## src/rtl/load_align_regs.vh

```
// Constants for the unaligned word load alignment datapath.
// Assumes inclusion by the datapath, checker and bench modules; definitions only.
`ifndef LOAD_ALIGN_REGS_VH
`define LOAD_ALIGN_REGS_VH
// ==========================================================
// Operation codes
`define OP_NONE       2'h0
`define OP_LEFT       2'h1
`define OP_RIGHT      2'h2
`define OP_ZERO_EXT   2'h3
// ==========================================================
// Access types and offsets
`define ACC_WORD      2'h3
`define LEFT_OFS_LO   3'h0
`define LEFT_OFS_HI   3'h4
`define PADDR_LOW_ZERO 3'h0
`define BYTE_TOP      3'h3
`define LOW_BITS_ZERO 2'h0
`define UPPER_ZERO    32'h0000_0000
// ==========================================================
// State codes
`define ST_IDLE       2'h0
`define ST_WAIT       2'h1
`define ST_DONE       2'h2
`endif

```

## src/rtl/unaligned_word_load_align.v

```verilog
// Load alignment datapath for left, right and zero-extending word loads.
// Assumes the translation and memory path answer on the same clock with a valid pulse.
`timescale 1ns/10ps
`include "load_align_regs.vh"
module unaligned_word_load_align #(
  parameter AW = 64,
  parameter PW = 36
) (
  input  wire          clock,
  input  wire          srst,
  input  wire          clk_en,
  input  wire          start,
  input  wire [1:0]    op_sel,
  input  wire [63:0]   base_value,
  input  wire [15:0]   offset_imm,
  input  wire [4:0]    dest_reg_field,
  input  wire [63:0]   dest_value,
  input  wire          mode_64,
  input  wire          user_or_super,
  input  wire          cpu_msb_first_flag,
  input  wire          memory_msb_first_flag,
  input  wire          endian_swap_flag,
  output reg  [AW-1:0] vaddr_out,
  output reg  [1:0]    access_type,
  output reg  [2:0]    mem_offset,
  output reg           mem_req,
  input  wire [PW-1:0] paddr_in,
  input  wire          mem_valid,
  input  wire [63:0]   mem_data,
  input  wire          xlate_error,
  input  wire          bus_error,
  output reg  [PW-1:0] paddr_out,
  output reg           wr_en,
  output reg  [4:0]    wr_reg,
  output reg  [63:0]   wr_data,
  output reg           addr_error,
  output reg           reserved_instr,
  output wire          busy
);

  // ==========================================================
  // State and captured operands
  reg [1:0]  state_reg;
  reg [1:0]  op_reg;
  reg [1:0]  byte_reg;
  reg        word_reg;
  reg        m64_reg;
  reg        msbmem_reg;
  reg        swap_reg;
  reg [4:0]  dst_reg;
  reg [63:0] old_reg;
  reg [63:0] data_reg;
  reg [4:0]  last_dst_reg;
  reg [63:0] last_val_reg;
  reg        last_ok_reg;

  // ==========================================================
  // Address forming
  wire [63:0] sext_ofs;
  wire [63:0] vaddr;
  wire [1:0]  byte_idx;
  wire        word_sel;
  wire        take;
  wire        zext_sel;
  wire        zext_reserved;
  wire        zext_misaligned;
  wire        issue;
  wire        refuse;
  wire        in_wait;
  wire        in_done;
  wire        fault;
  wire        answer_ok;
  wire [63:0] old_value;

  assign sext_ofs        = {{48{offset_imm[15]}}, offset_imm};
  assign vaddr           = base_value + sext_ofs;
  assign byte_idx        = vaddr[1:0] ^ {2{cpu_msb_first_flag}};
  assign word_sel        = vaddr[2] ^ cpu_msb_first_flag;
  assign take            = clk_en && start && (op_sel != `OP_NONE) && (state_reg == `ST_IDLE);
  assign zext_sel        = (op_sel == `OP_ZERO_EXT);
  assign zext_reserved   = zext_sel && !mode_64 && user_or_super;
  assign zext_misaligned = zext_sel && (vaddr[1:0] != `LOW_BITS_ZERO);
  // Partial loads have no alignment check at all
  assign issue           = take && !zext_reserved && !zext_misaligned;
  assign refuse          = take && (zext_reserved || zext_misaligned);
  assign in_wait         = (state_reg == `ST_WAIT);
  assign in_done         = (state_reg == `ST_DONE);
  assign fault           = in_wait && (xlate_error || bus_error);
  assign answer_ok       = in_wait && mem_valid && !xlate_error && !bus_error;
  assign busy            = (state_reg != `ST_IDLE);

  // Forward the value just written when the same register is the target again
  assign old_value = (last_ok_reg && last_dst_reg == dest_reg_field) ?
                     last_val_reg : dest_value;

  // ==========================================================
  // Byte merge, one lane per byte of the low register word
  wire [31:0] mem_word;
  wire [31:0] merged;
  reg  [63:0] result;

  // The answer word is captured with its valid pulse; the bus data is gone a cycle later
  assign mem_word = word_reg ? data_reg[63:32] : data_reg[31:0];

  genvar lane;
  generate
    for (lane = 0; lane < 4; lane = lane + 1) begin : g_lane
      localparam [2:0] LANE = lane;
      wire [2:0] src_sum;
      wire [2:0] left_sum;
      wire [7:0] right_byte;
      wire [7:0] left_byte;
      wire [7:0] keep_byte;
      wire       right_hit;
      wire       left_hit;

      assign src_sum    = {1'b0, byte_reg} + LANE;
      assign left_sum   = src_sum - `BYTE_TOP;
      // Right: start byte lands low and lanes past the word top keep old contents
      assign right_hit  = (src_sum <= `BYTE_TOP);
      // Left: start byte lands in the top lane and lanes down to the one holding memory byte 0 take memory bytes
      assign left_hit   = (src_sum >= `BYTE_TOP);
      assign right_byte = mem_word[{src_sum[1:0], 3'h0} +: 8];
      assign left_byte  = mem_word[{left_sum[1:0], 3'h0} +: 8];
      assign keep_byte  = old_reg[8*lane +: 8];
      assign merged[8*lane +: 8] = (op_reg == `OP_RIGHT) ?
                                   (right_hit ? right_byte : keep_byte) :
                                   (left_hit ? left_byte : keep_byte);
    end
  endgenerate

  always @* begin
    result = old_reg;
    if (op_reg == `OP_ZERO_EXT) begin
      result = {`UPPER_ZERO, mem_word};
    end else if (m64_reg) begin
      result = {{32{merged[31]}}, merged};
    end else begin
      // 32-bit mode keeps the upper half as it was
      result = {old_reg[63:32], merged};
    end
  end

  // ==========================================================
  // Sequencer
  always @(posedge clock) begin
    if (srst) begin
      state_reg <= `ST_IDLE;
    end else if (clk_en) begin
      case (state_reg)
        `ST_IDLE: begin
          if (issue) begin
            state_reg <= `ST_WAIT;
          end
        end
        `ST_WAIT: begin
          if (xlate_error || bus_error) begin
            state_reg <= `ST_IDLE;
          end else if (mem_valid) begin
            state_reg <= `ST_DONE;
          end
        end
        `ST_DONE: begin
          state_reg <= `ST_IDLE;
        end
        default: begin
          state_reg <= `ST_IDLE;
        end
      endcase
    end
  end

  // ==========================================================
  // Operand capture at the take edge
  always @(posedge clock) begin
    if (srst) begin
      op_reg     <= `OP_NONE;
      byte_reg   <= 2'h0;
      word_reg   <= 1'b0;
      m64_reg    <= 1'b0;
      msbmem_reg <= 1'b0;
      swap_reg   <= 1'b0;
      dst_reg    <= 5'h00;
      old_reg    <= 64'h0;
    end else if (take) begin
      op_reg     <= op_sel;
      byte_reg   <= byte_idx;
      word_reg   <= word_sel;
      m64_reg    <= mode_64;
      msbmem_reg <= memory_msb_first_flag;
      swap_reg   <= endian_swap_flag;
      dst_reg    <= dest_reg_field;
      old_reg    <= old_value;
    end
  end

  // ==========================================================
  // Memory request
  always @(posedge clock) begin
    if (srst) begin
      vaddr_out   <= {AW{1'b0}};
      access_type <= 2'h0;
      mem_offset  <= 3'h0;
      mem_req     <= 1'b0;
    end else if (clk_en) begin
      mem_req <= issue;
      if (take) begin
        vaddr_out <= vaddr[AW-1:0];
      end
      if (issue) begin
        if (op_sel == `OP_ZERO_EXT) begin
          access_type <= `ACC_WORD;
          mem_offset  <= vaddr[2:0];
        end else if (op_sel == `OP_RIGHT) begin
          access_type <= vaddr[1:0];
          mem_offset  <= vaddr[2:0];
        end else begin
          access_type <= vaddr[1:0];
          mem_offset  <= vaddr[2] ? `LEFT_OFS_HI : `LEFT_OFS_LO;
        end
      end
    end
  end

  // ==========================================================
  // Refusal flags
  always @(posedge clock) begin
    if (srst) begin
      addr_error     <= 1'b0;
      reserved_instr <= 1'b0;
    end else if (clk_en) begin
      addr_error     <= take && !zext_reserved && zext_misaligned;
      reserved_instr <= take && zext_reserved;
    end
  end

  // ==========================================================
  // Answer capture and physical address adjust
  always @(posedge clock) begin
    if (srst) begin
      data_reg  <= 64'h0;
      paddr_out <= {PW{1'b0}};
    end else if (clk_en && answer_ok) begin
      data_reg <= mem_data;
      if (op_reg == `OP_ZERO_EXT) begin
        paddr_out <= {paddr_in[PW-1:3], paddr_in[2] ^ swap_reg, paddr_in[1:0]};
      end else if (msbmem_reg) begin
        paddr_out <= {paddr_in[PW-1:3], `PADDR_LOW_ZERO};
      end else begin
        paddr_out <= {paddr_in[PW-1:3], paddr_in[2:0] ^ {3{swap_reg}}};
      end
    end
  end

  // ==========================================================
  // Writeback
  always @(posedge clock) begin
    if (srst) begin
      wr_en   <= 1'b0;
      wr_reg  <= 5'h00;
      wr_data <= 64'h0;
    end else if (clk_en) begin
      // Only a completed answer reaches this state, so faults never write
      wr_en <= in_done;
      if (in_done) begin
        wr_reg  <= dst_reg;
        wr_data <= result;
      end
    end
  end

  // ==========================================================
  // Forwarding store
  always @(posedge clock) begin
    if (srst) begin
      last_dst_reg <= 5'h00;
      last_val_reg <= 64'h0;
      last_ok_reg  <= 1'b0;
    end else if (clk_en) begin
      if (in_done) begin
        last_dst_reg <= dst_reg;
        last_val_reg <= result;
        last_ok_reg  <= 1'b1;
      end else if (refuse || fault) begin
        // A load that wrote nothing leaves nothing to forward
        last_ok_reg <= 1'b0;
      end
    end
  end

endmodule // unaligned_word_load_align

```

## config.mk

```make
export PLATFORM = sky130hd
export DESIGN_NAME = unaligned_word_load_align
export DESIGN_NICKNAME = d
export VERILOG_FILES = /design/src/rtl/unaligned_word_load_align.v
export VERILOG_INCLUDE_DIRS = /design/src /design/src/rtl
export SDC_FILE = /design/constraint.sdc
export NUM_CORES = 1
export LEC_CHECK = 0
export BUFFER_PORTS_ARGS = -buffer_cell sky130_fd_sc_hd__buf_2
export CORE_MARGIN = 2
export CORE_UTILIZATION = 55
export DETAILED_ROUTE_END_ITERATION = 8
export PLACE_DENSITY = 0.93
export SLEW_MARGIN = 20
export SYNTH_ARGS = -nofsm -noshare
export SYNTH_HDL_FRONTEND = slang
export SYNTH_SLANG_ARGS = --single-unit
```

## constraint.sdc

```tcl
create_clock -name clock -period 4 [get_ports clock]
set_input_delay 0.4 -clock clock [delete_from_list [all_inputs] [get_ports clock]]
set_output_delay 0.4 -clock clock [all_outputs]
set_load 0.005 [all_outputs]
```

* Word level (Yosys, flattened, before mapping)
Index checks and enable logic that the tools add are counted.
** Word-level totals
- Register bits :: 322
- Input port bits :: 263
** Cells by class
- Bitwise gates (word level) :: 4
- Order comparisons :: 8
- Equal/unequal tests :: 9
- Mux-type cells :: 28
- Shift operators :: 8
- $add $sub $neg :: 8
- Reduce and logical (&&, ||, !) cells :: 35
** Operators by type and width (number)
- $shiftx A32 B6 Y8 :: 8
- $mux W64 :: 3
- $mux W8 :: 12
- $add A64 B64 Y64 :: 1
- $mux W32 :: 1
- $logic_and A1 B1 Y1 :: 17
- $mux W3 :: 5
- $eq A2 B2 Y1 const B :: 5
- $ge A3 B2 Y1 const B :: 3
- $le A3 B2 Y1 const B :: 3
- $mux W2 :: 4
- $reduce_and A2 Y1 :: 4
- $reduce_bool A2 Y1 :: 4
- $sub A2 B2 Y2 const B :: 4
- $add A2 B2 Y3 const B :: 2
- $eq A5 B5 Y1 :: 1
- $logic_not A1 Y1 :: 5
- $pmux W2 S2 :: 1
- $add A2 B1 Y3 const B :: 1
- $logic_or A1 B1 Y1 :: 3
- $ne A3 B2 Y1 const B :: 1
- $reduce_and A3 Y1 :: 1
- $xor A3 B3 Y3 :: 1
- $eq A2 B1 Y1 const B :: 1
- 7 further kinds :: 9

* Logic depth before layout (Yosys ltp)
Gate-level depths: netlist of run 1.
- Word-level depth :: 8
- Mapped depth :: 14

* Worst setup path before layout of run 1
Ideal clock, no wire load.
- Path type :: register to register
- Start point :: reg byte_reg[0]
- End point :: reg last_val_reg[8]
- Clock period less this slack :: 3.015 ns
- Required time :: 3.872 ns
- Cell stages (with the launch flop) :: 13
- Buffers on the path :: 4
- Setup slack :: 0.985 ns
- Data arrival time :: 2.887 ns
- Path through :: dfxtp_1 > buf_4 > buf_2 > buf_2 > inv_2 > ha_1 > clkbuf_1 > mux2_2 > mux2_2 > o211ai_1 > o211ai_1 > o21ai_0 > nor2_1
** On the way
- Longest elaborated chain between the ends :: 7
- Elaborated cells between the ends (all ways) :: 11
- Those cells by class :: add/sub (2); order compare (2); shift (2); mux (5)
** Ends and longest elaborated chain
- start, declared :: line unaligned_word_load_align.v:45 : reg [1:0] byte_reg;
- start signal, assigned :: line unaligned_word_load_align.v:187 : byte_reg <= byte_idx;
- $add A2 B1 Y3 * :: line unaligned_word_load_align.v:117 : assign src_sum = {1'b0, byte_reg} + LANE;
- $sub A2 B2 Y2 (no line)
- $shiftx A32 B6 Y8 :: line unaligned_word_load_align.v:124 : assign left_byte = mem_word[{left_sum[1:0], 3'h0} +: 8];
- $mux W8 :: line unaligned_word_load_align.v:128 : (left_hit ? left_byte : keep_byte);
- $mux W8 * :: line unaligned_word_load_align.v:126 : assign merged[8*lane +: 8] = (op_reg == `OP_RIGHT) ?
- $mux W64 * :: line unaligned_word_load_align.v:136 : end else if (m64_reg) begin
- $mux W64 * :: line unaligned_word_load_align.v:134 : if (op_reg == `OP_ZERO_EXT) begin
- end signal, assigned :: line unaligned_word_load_align.v:282 : last_val_reg <= result;
- end, declared :: line unaligned_word_load_align.v:54 : reg [63:0] last_val_reg;
Mark *: on every way between the ends. The rest lies on a longest branch, timed or not.
A chain may end at the register's enable or synchronous reset.

* Final worst setup path of run 1
- Start point :: reg byte_reg[1]
- End point :: reg last_val_reg[34]
** On the way
- Longest elaborated chain between the ends :: 7
- Elaborated cells between the ends (all ways) :: 11
- Those cells by class :: add/sub (2); order compare (2); shift (2); mux (5)
** Ends and longest elaborated chain (line)
- $add A2 B2 Y3 * :: unaligned_word_load_align.v:117
- $sub A2 B2 Y2 (no line)
- $shiftx A32 B6 Y8 :: unaligned_word_load_align.v:124
- $mux W8 :: unaligned_word_load_align.v:128
- $mux W8 * :: unaligned_word_load_align.v:126
- $mux W64 * :: unaligned_word_load_align.v:136
- $mux W64 * :: unaligned_word_load_align.v:134
Marks and branches as above.

==> impl_summary.txt, run 1 <==
----------------------------------------------------
[STA]
  Hold_ws ... 0.0900 ns
  Max-slew violation count ... 0
  RSZ-0062 raised after global routing ... false
  Min Clock Period, post-route ... 3.36 ns
  Slew at the pin closest to its max-slew limit ... 1.06 ns
  Final critical-path share of the clock period ... 84.1%
  Endpoints failing hold ... 0
  Max Clock Skew ... 0.0304 ns
  Final Setup Violations ... 0
  Max-Slew Margin vs Limit ... 29.4%
  Sum Neg Setup Slack ... 0 ns
  Max Fclk ... 297 MHz

[Power]
  Peak VDD IR ... 0.341 mV
  PnR Total Power ... 8.40 mW
  Leakage component of the power ... 8.77 nW
  Power density over cell area ... 385 mW/mm²

[Worst setup path]
  Crit path largest cell delay ... 0.59 ns
  Worst r2r src ... byte_reg[1]
  Critical path fanouts, max ... 32
  Master of the slowest instance on the critical path ... ha_1
  Critical Path RT ... 4.39 ns
  Minimum setup slack among reg-to-reg paths ... 0.64 ns
  Buf/Inv on CP ... 4
  CP arrival ... 3.76 ns
  Worst Reg2Reg Path Length in Cells ... 11
  Ordered cell list for the critical path ... clkinv_1, buf_4, ha_1, clkinv_1, mux2i_1, a21oi_1, a21oi_1, nand2_1, nand4_1, buf_4, o21ai_0
  Kind of cell adding the most delay to the critical path ... buffers and inverters
  Startpoint type of the worst setup path ... flop
  Worst path depth ... 11
  Worst setup path start ... byte_reg[1]
  Capturing point of the worst reg2reg path ... last_val_reg[34]
  Kind of end point of the critical path ... flop
  Kind of critical path ... reg2reg

[CTS]
  Clock latency of the later-clocked register in the worst-skew pair ... 0.56 ns
  Total clock buffers created by CTS ... 37
  Maximum clock path buffer count ... 3
  Post-cts resize count ... 0
  Post-CTS Hold Fix Bufs ... 0
  Clock tree root buffer cell ... clkbuf_16
  TritonCTS clock tree ... done
  H-tree level count ... 2
  Total setup buffers inserted after CTS ... 0
  Clock sink count ... 322
  Clock input transition at the sequential cells of the worst setup and hold paths ... 0.07 ns

[GRT]
  Antenna violations before repair ... 4
  Via count of the first global-routing pass ... 18100
  Global-route usage over all layers ... 35.6%
  Largest net degree at the start of global routing ... 177
  Overflow left after global routing ... 0
  Global-route wire length before repair ... 97.2 mm

[Routing]
  Routed wire per std cell ... 20.4 µm
  DRC violations left ... 0
  Vias per inst ... 6.18
  Post-route ant nets ... 0
  Iter 0 DRT Violations ... 2176
  Via Count ... 19500
  DR pass1 iterations ... 6
  Final wirelength ... 64.4 mm

[Synth]
  Mean instance size in the synthesized netlist ... 7.74 µm²
  Post-Syn Area ... 0.0182 mm²
  Sequential cell area fraction in the yosys report ... 35.4%
  Number of synthesized flops with an enable pin ... 0
  Number of cells produced by synthesis ... 2352
  Synth warn ... 0
  Yosys cell types ... 71
  #FFs+latches synth ... 322
  Synthesized Nets ... 2685
  Async SR Flop Fraction ... 0%
  Most used flip-flop cell after synthesis ... dfxtp_1

[Die]
  Overall die width ... 186 µm
  CORE AREA ... 0.0325 mm²
  Total Die Area ... 0.0345 mm²
  Effective utilization at floorplan ... 55.9%
  Vertical die dimension ... 186 µm
  Row count ... 66
  Top Ports ... 442

[Min path]
  Tightest Hold Check Type ... in2reg
  Sink of the worst hold path ... paddr_out[18]
  Count of cells along the worst hold path ... 3
  Hold Path Origin ... paddr_in[18]

[Run]
  # Max-Cap Violations ... 0

[Final layout]
  Synth-to-Final Area Change ... 19.8%
  Share of cells above drive strength 1 ... 21.9%
  Number of nets in the layout ... 3014
  Fillers ... 2640
  Final design utilization ... 67.0%
  Final Instance Area ... 0.0218 mm²

[Outcome]
  Outcome ... complete, no violations

[Placed design]
  Half-perimeter wire length after detailed placement ... 46.0 mm
  Placer Congestion ... 1.03
  Post-place instance area ... 0.0205 mm²
  # port buffers ... 441

----------------------------------------------------
through the flow:
step / setup slack [ns] / std cells
2_1_floorplan: 0.985 / 2352
3_3_place_gp: 0.427 / 3084
3_5_place_dp: 0.379 / 3084
4_1_cts: 0.702 / 3147
5_1_grt: 0.389 / 3150
6_report: 0.636 / 3152
report_power, final:
group          switching, mW  internal, mW  leakage, nW
sequential            0.0832          3.31         2.61
combinational          0.891         0.555         5.54
clock                   1.45          2.11        0.608
metal layers:
layer  global-route usage, %  vias to the layer above  routed length [µm]
met3                    7.10                      242                6280
met1                    42.9                     9094               23900
met4                    19.1                        2                3790
met5                       0                        -                   7
li1                        -                     8970                   -
met2                    60.0                     1156               30400
final cells by class:
type | instances | area, µm² | area share [%]
Inverter | 31 | 116 | 0.534
Multi-Input combinational cell | 1825 | 11000 | 50.4
Sequential cell | 322 | 6450 | 29.6
Tap cell | 442 | 553 | 2.54
Timing Repair Buffer | 464 | 2430 | 11.1
Clock buffer | 49 | 1050 | 4.82
Antenna cell | 5 | 12.5 | 0.0574
Clock inverter | 14 | 194 | 0.890
worst reg2reg max path, stage by stage, from the launching register on:
cell	delay [ns]
dfxtp_1	0.34
clkinv_1	0.06
buf_4	0.21
ha_1	0.60
clkinv_1	0.53
mux2i_1	0.41
a21oi_1	0.13
a21oi_1	0.27
nand2_1	0.08
nand4_1	0.09
buf_4	0.33
o21ai_0	0.19
cells in the mapped netlist, drive strengths merged (4+ instances only):
library cell,number,area (µm²)
nand2,513,1930
dfxtp,322,6450
a21oi,286,1440
nor2,212,798
clkbuf,133,499
o21ai,131,656
mux2i,115,1150
a211oi,112,851
ha,69,863
buf,41,188
o211ai,35,263
nor3,31,155
inv,29,109
a21o,28,210
xnor2,28,245
nand4,26,169
xor2,25,219
mux2,23,259
mux4,22,495
nand3,14,70.1
o21bai,12,90.1
or3,11,68.8
nand2b,10,62.6
and2,9,56.3
and3,9,56.3
o21a,9,67.6
a311oi,8,70.1
a31oi,6,37.5
nand3b,6,45.0
nor2b,6,37.5
nor4,6,37.5
o2111ai,6,52.6
o31ai,6,45.0
o221ai,5,43.8
a21boi,4,30.0
and4,4,35.0
worst max path at each step:
stage / endpoint / slack [ns]
2_1_floorplan: last_val_reg[8] / 0.98
3_3_place_gp: vaddr_out[59] / 0.43
3_5_place_dp: vaddr_out[59] / 0.38
4_1_cts: last_val_reg[32] / 0.70
5_1_grt: last_val_reg[34] / 0.39
6_report: last_val_reg[34] / 0.64
cells by family (layout without fill, tap and decap cells):
| family | count (synthesis) | after routing | synth area share [%] |
|---|---|---|---|
| DFF | 322 | 322 | 35.4 |
| muxes | 160 | 160 | 10.5 |
| and+or+nand+nor | 867 | 867 | 19.7 |
| AOI/OAI and AO/OA | 675 | 675 | 22.5 |
| buffers and inverters | 205 | 558 | 4.42 |
| adders and majority gates | 70 | 70 | 4.86 |
| other | 0 | 5 | 0 |
| xor gates and xnor gates | 53 | 53 | 2.55 |
placed cells by master, fill, tap and decap left out, types with 23 or more instances in the layout:
| cell | count |
|---|---|
| buf_2 | 440 |
| o21ai_0 | 125 |
| mux2i_1 | 115 |
| dfxtp_1 | 318 |
| a21o_1 | 28 |
| clkbuf_16 | 37 |
| inv_1 | 28 |
| nand2_1 | 513 |
| xor2_1 | 25 |
| o211ai_1 | 35 |
| a211oi_1 | 110 |
| nand4_1 | 25 |
| nor2_1 | 209 |
| a21oi_1 | 285 |
| xnor2_1 | 28 |
| nor3_1 | 31 |
| mux2_2 | 23 |
| ha_1 | 69 |
Power figures use the tool's default switching activity.
==> inputs of run 2 (changes only) <==
Clock period 4 ns to 3.1 ns, I/O delays scaled along.
==> impl_summary.txt, run 2 (same netlist as run 1, synthesis figures left out) <==
----------------------------------------------------
[Final layout]
  Most frequent cells in the layout ... nand2_1, buf_2, dfxtp_1, a21oi_1, nor2_1
  Final design utilization ... 69.1%
  Area taken by flip-flops and latches ... 0.00645 mm²
  Share of cells above drive strength 1 ... 24.2%
  Number of nets in the layout ... 3106
  Fillers ... 2621
  Multi-input combinational cell area ... 0.0110 mm²
  Synth-to-Final Area Change ... 23.6%
  Most common cell after layout, fill and taps aside ... nand2_1

[CTS]
  Post-cts resize count ... 0
  Maximum clock path buffer count ... 3
  Post-CTS Hold Fix Bufs ... 0
  TritonCTS clock tree ... done
  Clock input transition at the sequential cells of the worst setup and hold paths ... 0.06 ns
  Clock tree root buffer cell ... clkbuf_16
  Clock sink count ... 322
  Total clock buffers created by CTS ... 36
  Clock latency of the later-clocked register in the worst-skew pair ... 0.53 ns
  Total setup buffers inserted after CTS ... 0
  H-tree level count ... 2

[Placed design]
  Placer Congestion ... 1.03
  # port buffers ... 441
  Half-perimeter wire length after detailed placement ... 48.9 mm

[Routing]
  Final wirelength ... 65.4 mm
  Routed wire per std cell ... 20.1 µm
  Via Count ... 19800
  DR pass1 iterations ... 7
  DRC violations left ... 0
  Post-route ant nets ... 0
  Vias per inst ... 6.09
  Iter 0 DRT Violations ... 2048

[Worst setup path]
  Startpoint type of the worst setup path ... input port
  Minimum setup slack among reg-to-reg paths ... 0.40 ns
  Worst Reg2Reg Path Length in Cells ... 8
  CP arrival ... 3.15 ns
  Critical Path RT ... 3.49 ns
  Kind of end point of the critical path ... flop
  Critical path fanouts, max ... 11
  Kind of critical path ... in2reg
  Worst r2r src ... word_reg
  Worst setup path start ... offset_imm[15]

[Min path]
  Count of cells along the worst hold path ... 3
  Tightest Hold Check Type ... in2reg
  Hold Path Origin ... mem_data[29]

[Die]
  Vertical die dimension ... 186 µm
  Row count ... 66
  Total Die Area ... 0.0345 mm²
  Effective utilization at floorplan ... 55.9%
  Top Ports ... 442
  Overall die width ... 186 µm
  CORE AREA ... 0.0325 mm²

[GRT]
  Met2 usage ... 60.5%
  Fraction of met3 tracks used by global routing ... 7.88%
  Via count of the first global-routing pass ... 18900
  Global-route wire length before repair ... 99.3 mm
  Antenna violations before repair ... 6
  Overflow left after global routing ... 0
  GR peak layer ... met2
  Global-route usage over all layers ... 36.3%
  Largest net degree at the start of global routing ... 157
  Met1 routing resource usage after global routing ... 43.7%

[STA]
  Endpoints failing hold ... 0
  Min Clock Period, post-route ... 2.76 ns
  RSZ-0062 raised after global routing ... false
  Max Fclk ... 362 MHz
  Slew at the pin closest to its max-slew limit ... 0.896 ns
  Hold_ws ... 0.0320 ns
  Final critical-path share of the clock period ... 89.2%
  Max-slew violation count ... 0
  Final Setup Violations ... 0
  Max Clock Skew ... 0.0195 ns
  Max-Slew Margin vs Limit ... 40.1%

[Power]
  Peak VDD IR ... 0.421 mV
  Leakage component of the power ... 9.20 nW
  Power density over cell area ... 475 mW/mm²

[Outcome]
  Outcome ... complete, no violations

[Run]
  # Max-Cap Violations ... 0

----------------------------------------------------
==> run 2: cell count changes in the layout (fill, tap and decap cells not counted) <==
cell,delta
buf_12,+4
clkinv_8,+1
bufinv_16,-2
clkinvlp_4,-1
nor2_2,-1
clkinv_4,-2
buf_4,+89
clkbuf_8,-2
nor2_1,+1
clkinv_2,-1
diode_2,+4
clkbuf_1,+6
clkbuf_16,+1
inv_6,-1
==> run 2: worst paths after layout <==
check                                        end
worst max register to register  last_val_reg[12]
worst min-delay path                data_reg[29]
worst max-delay path               vaddr_out[59]
worst min register to register      paddr_out[6]
==> run 2: per-layer routing <==
layer	routed length (µm)	share of wire [%]
met5	0	0
met4	3640	5.6
met3	6190	9.5
met2	30800	47
met1	24800	38
==> run 2: through the flow <==
stage | instances | setup WS, ns | area [µm²] | power (mW) | setup TNS [ns]
3_5_place_dp | 3177 | -0.136 | 21300 | 6.41 | -0.552
2_1_floorplan | 2352 | 0.0850 | 18200 | 5.62 | 0
5_1_grt | 3245 | 0.140 | 22500 | 11.1 | 0
4_1_cts | 3239 | 0.401 | 22500 | 10.7 | 0
6_report | 3248 | 0.336 | 22500 | 10.7 | 0
3_3_place_gp | 3177 | -0.0381 | 21300 | 6.37 | -0.126
==> run 2: critical path, cell delays in order <==
cell	delay (ns)
buf_2	0.19
buf_4	0.22
ha_1	0.37
nand2_1	0.20
nor3_1	0.54
nand2_1	0.10
or3_1	0.38
a21oi_1	0.28
buf_4	0.17
nor2_1	0.04
a211oi_1	0.25
o31ai_1	0.11
==> run 2: layout make-up <==
cell class | instances | share of cell area [%]
clock inverters | 8 | 0.495
repair buffers | 557 | 14.1
clock buffers | 54 | 4.76
multi-input cells | 1825 | 48.9
well taps | 442 | 2.46
diodes | 9 | 0.100
flip-flops and latches | 322 | 28.7
inverters | 31 | 0.518
==> run 2: power by group <==
part           switching, mW  leakage (nW)  internal [mW]
combinational           1.18          6.01          0.830
sequential             0.107          2.61           4.27
clock                   1.74         0.575           2.56
total                   3.03          9.20           7.66
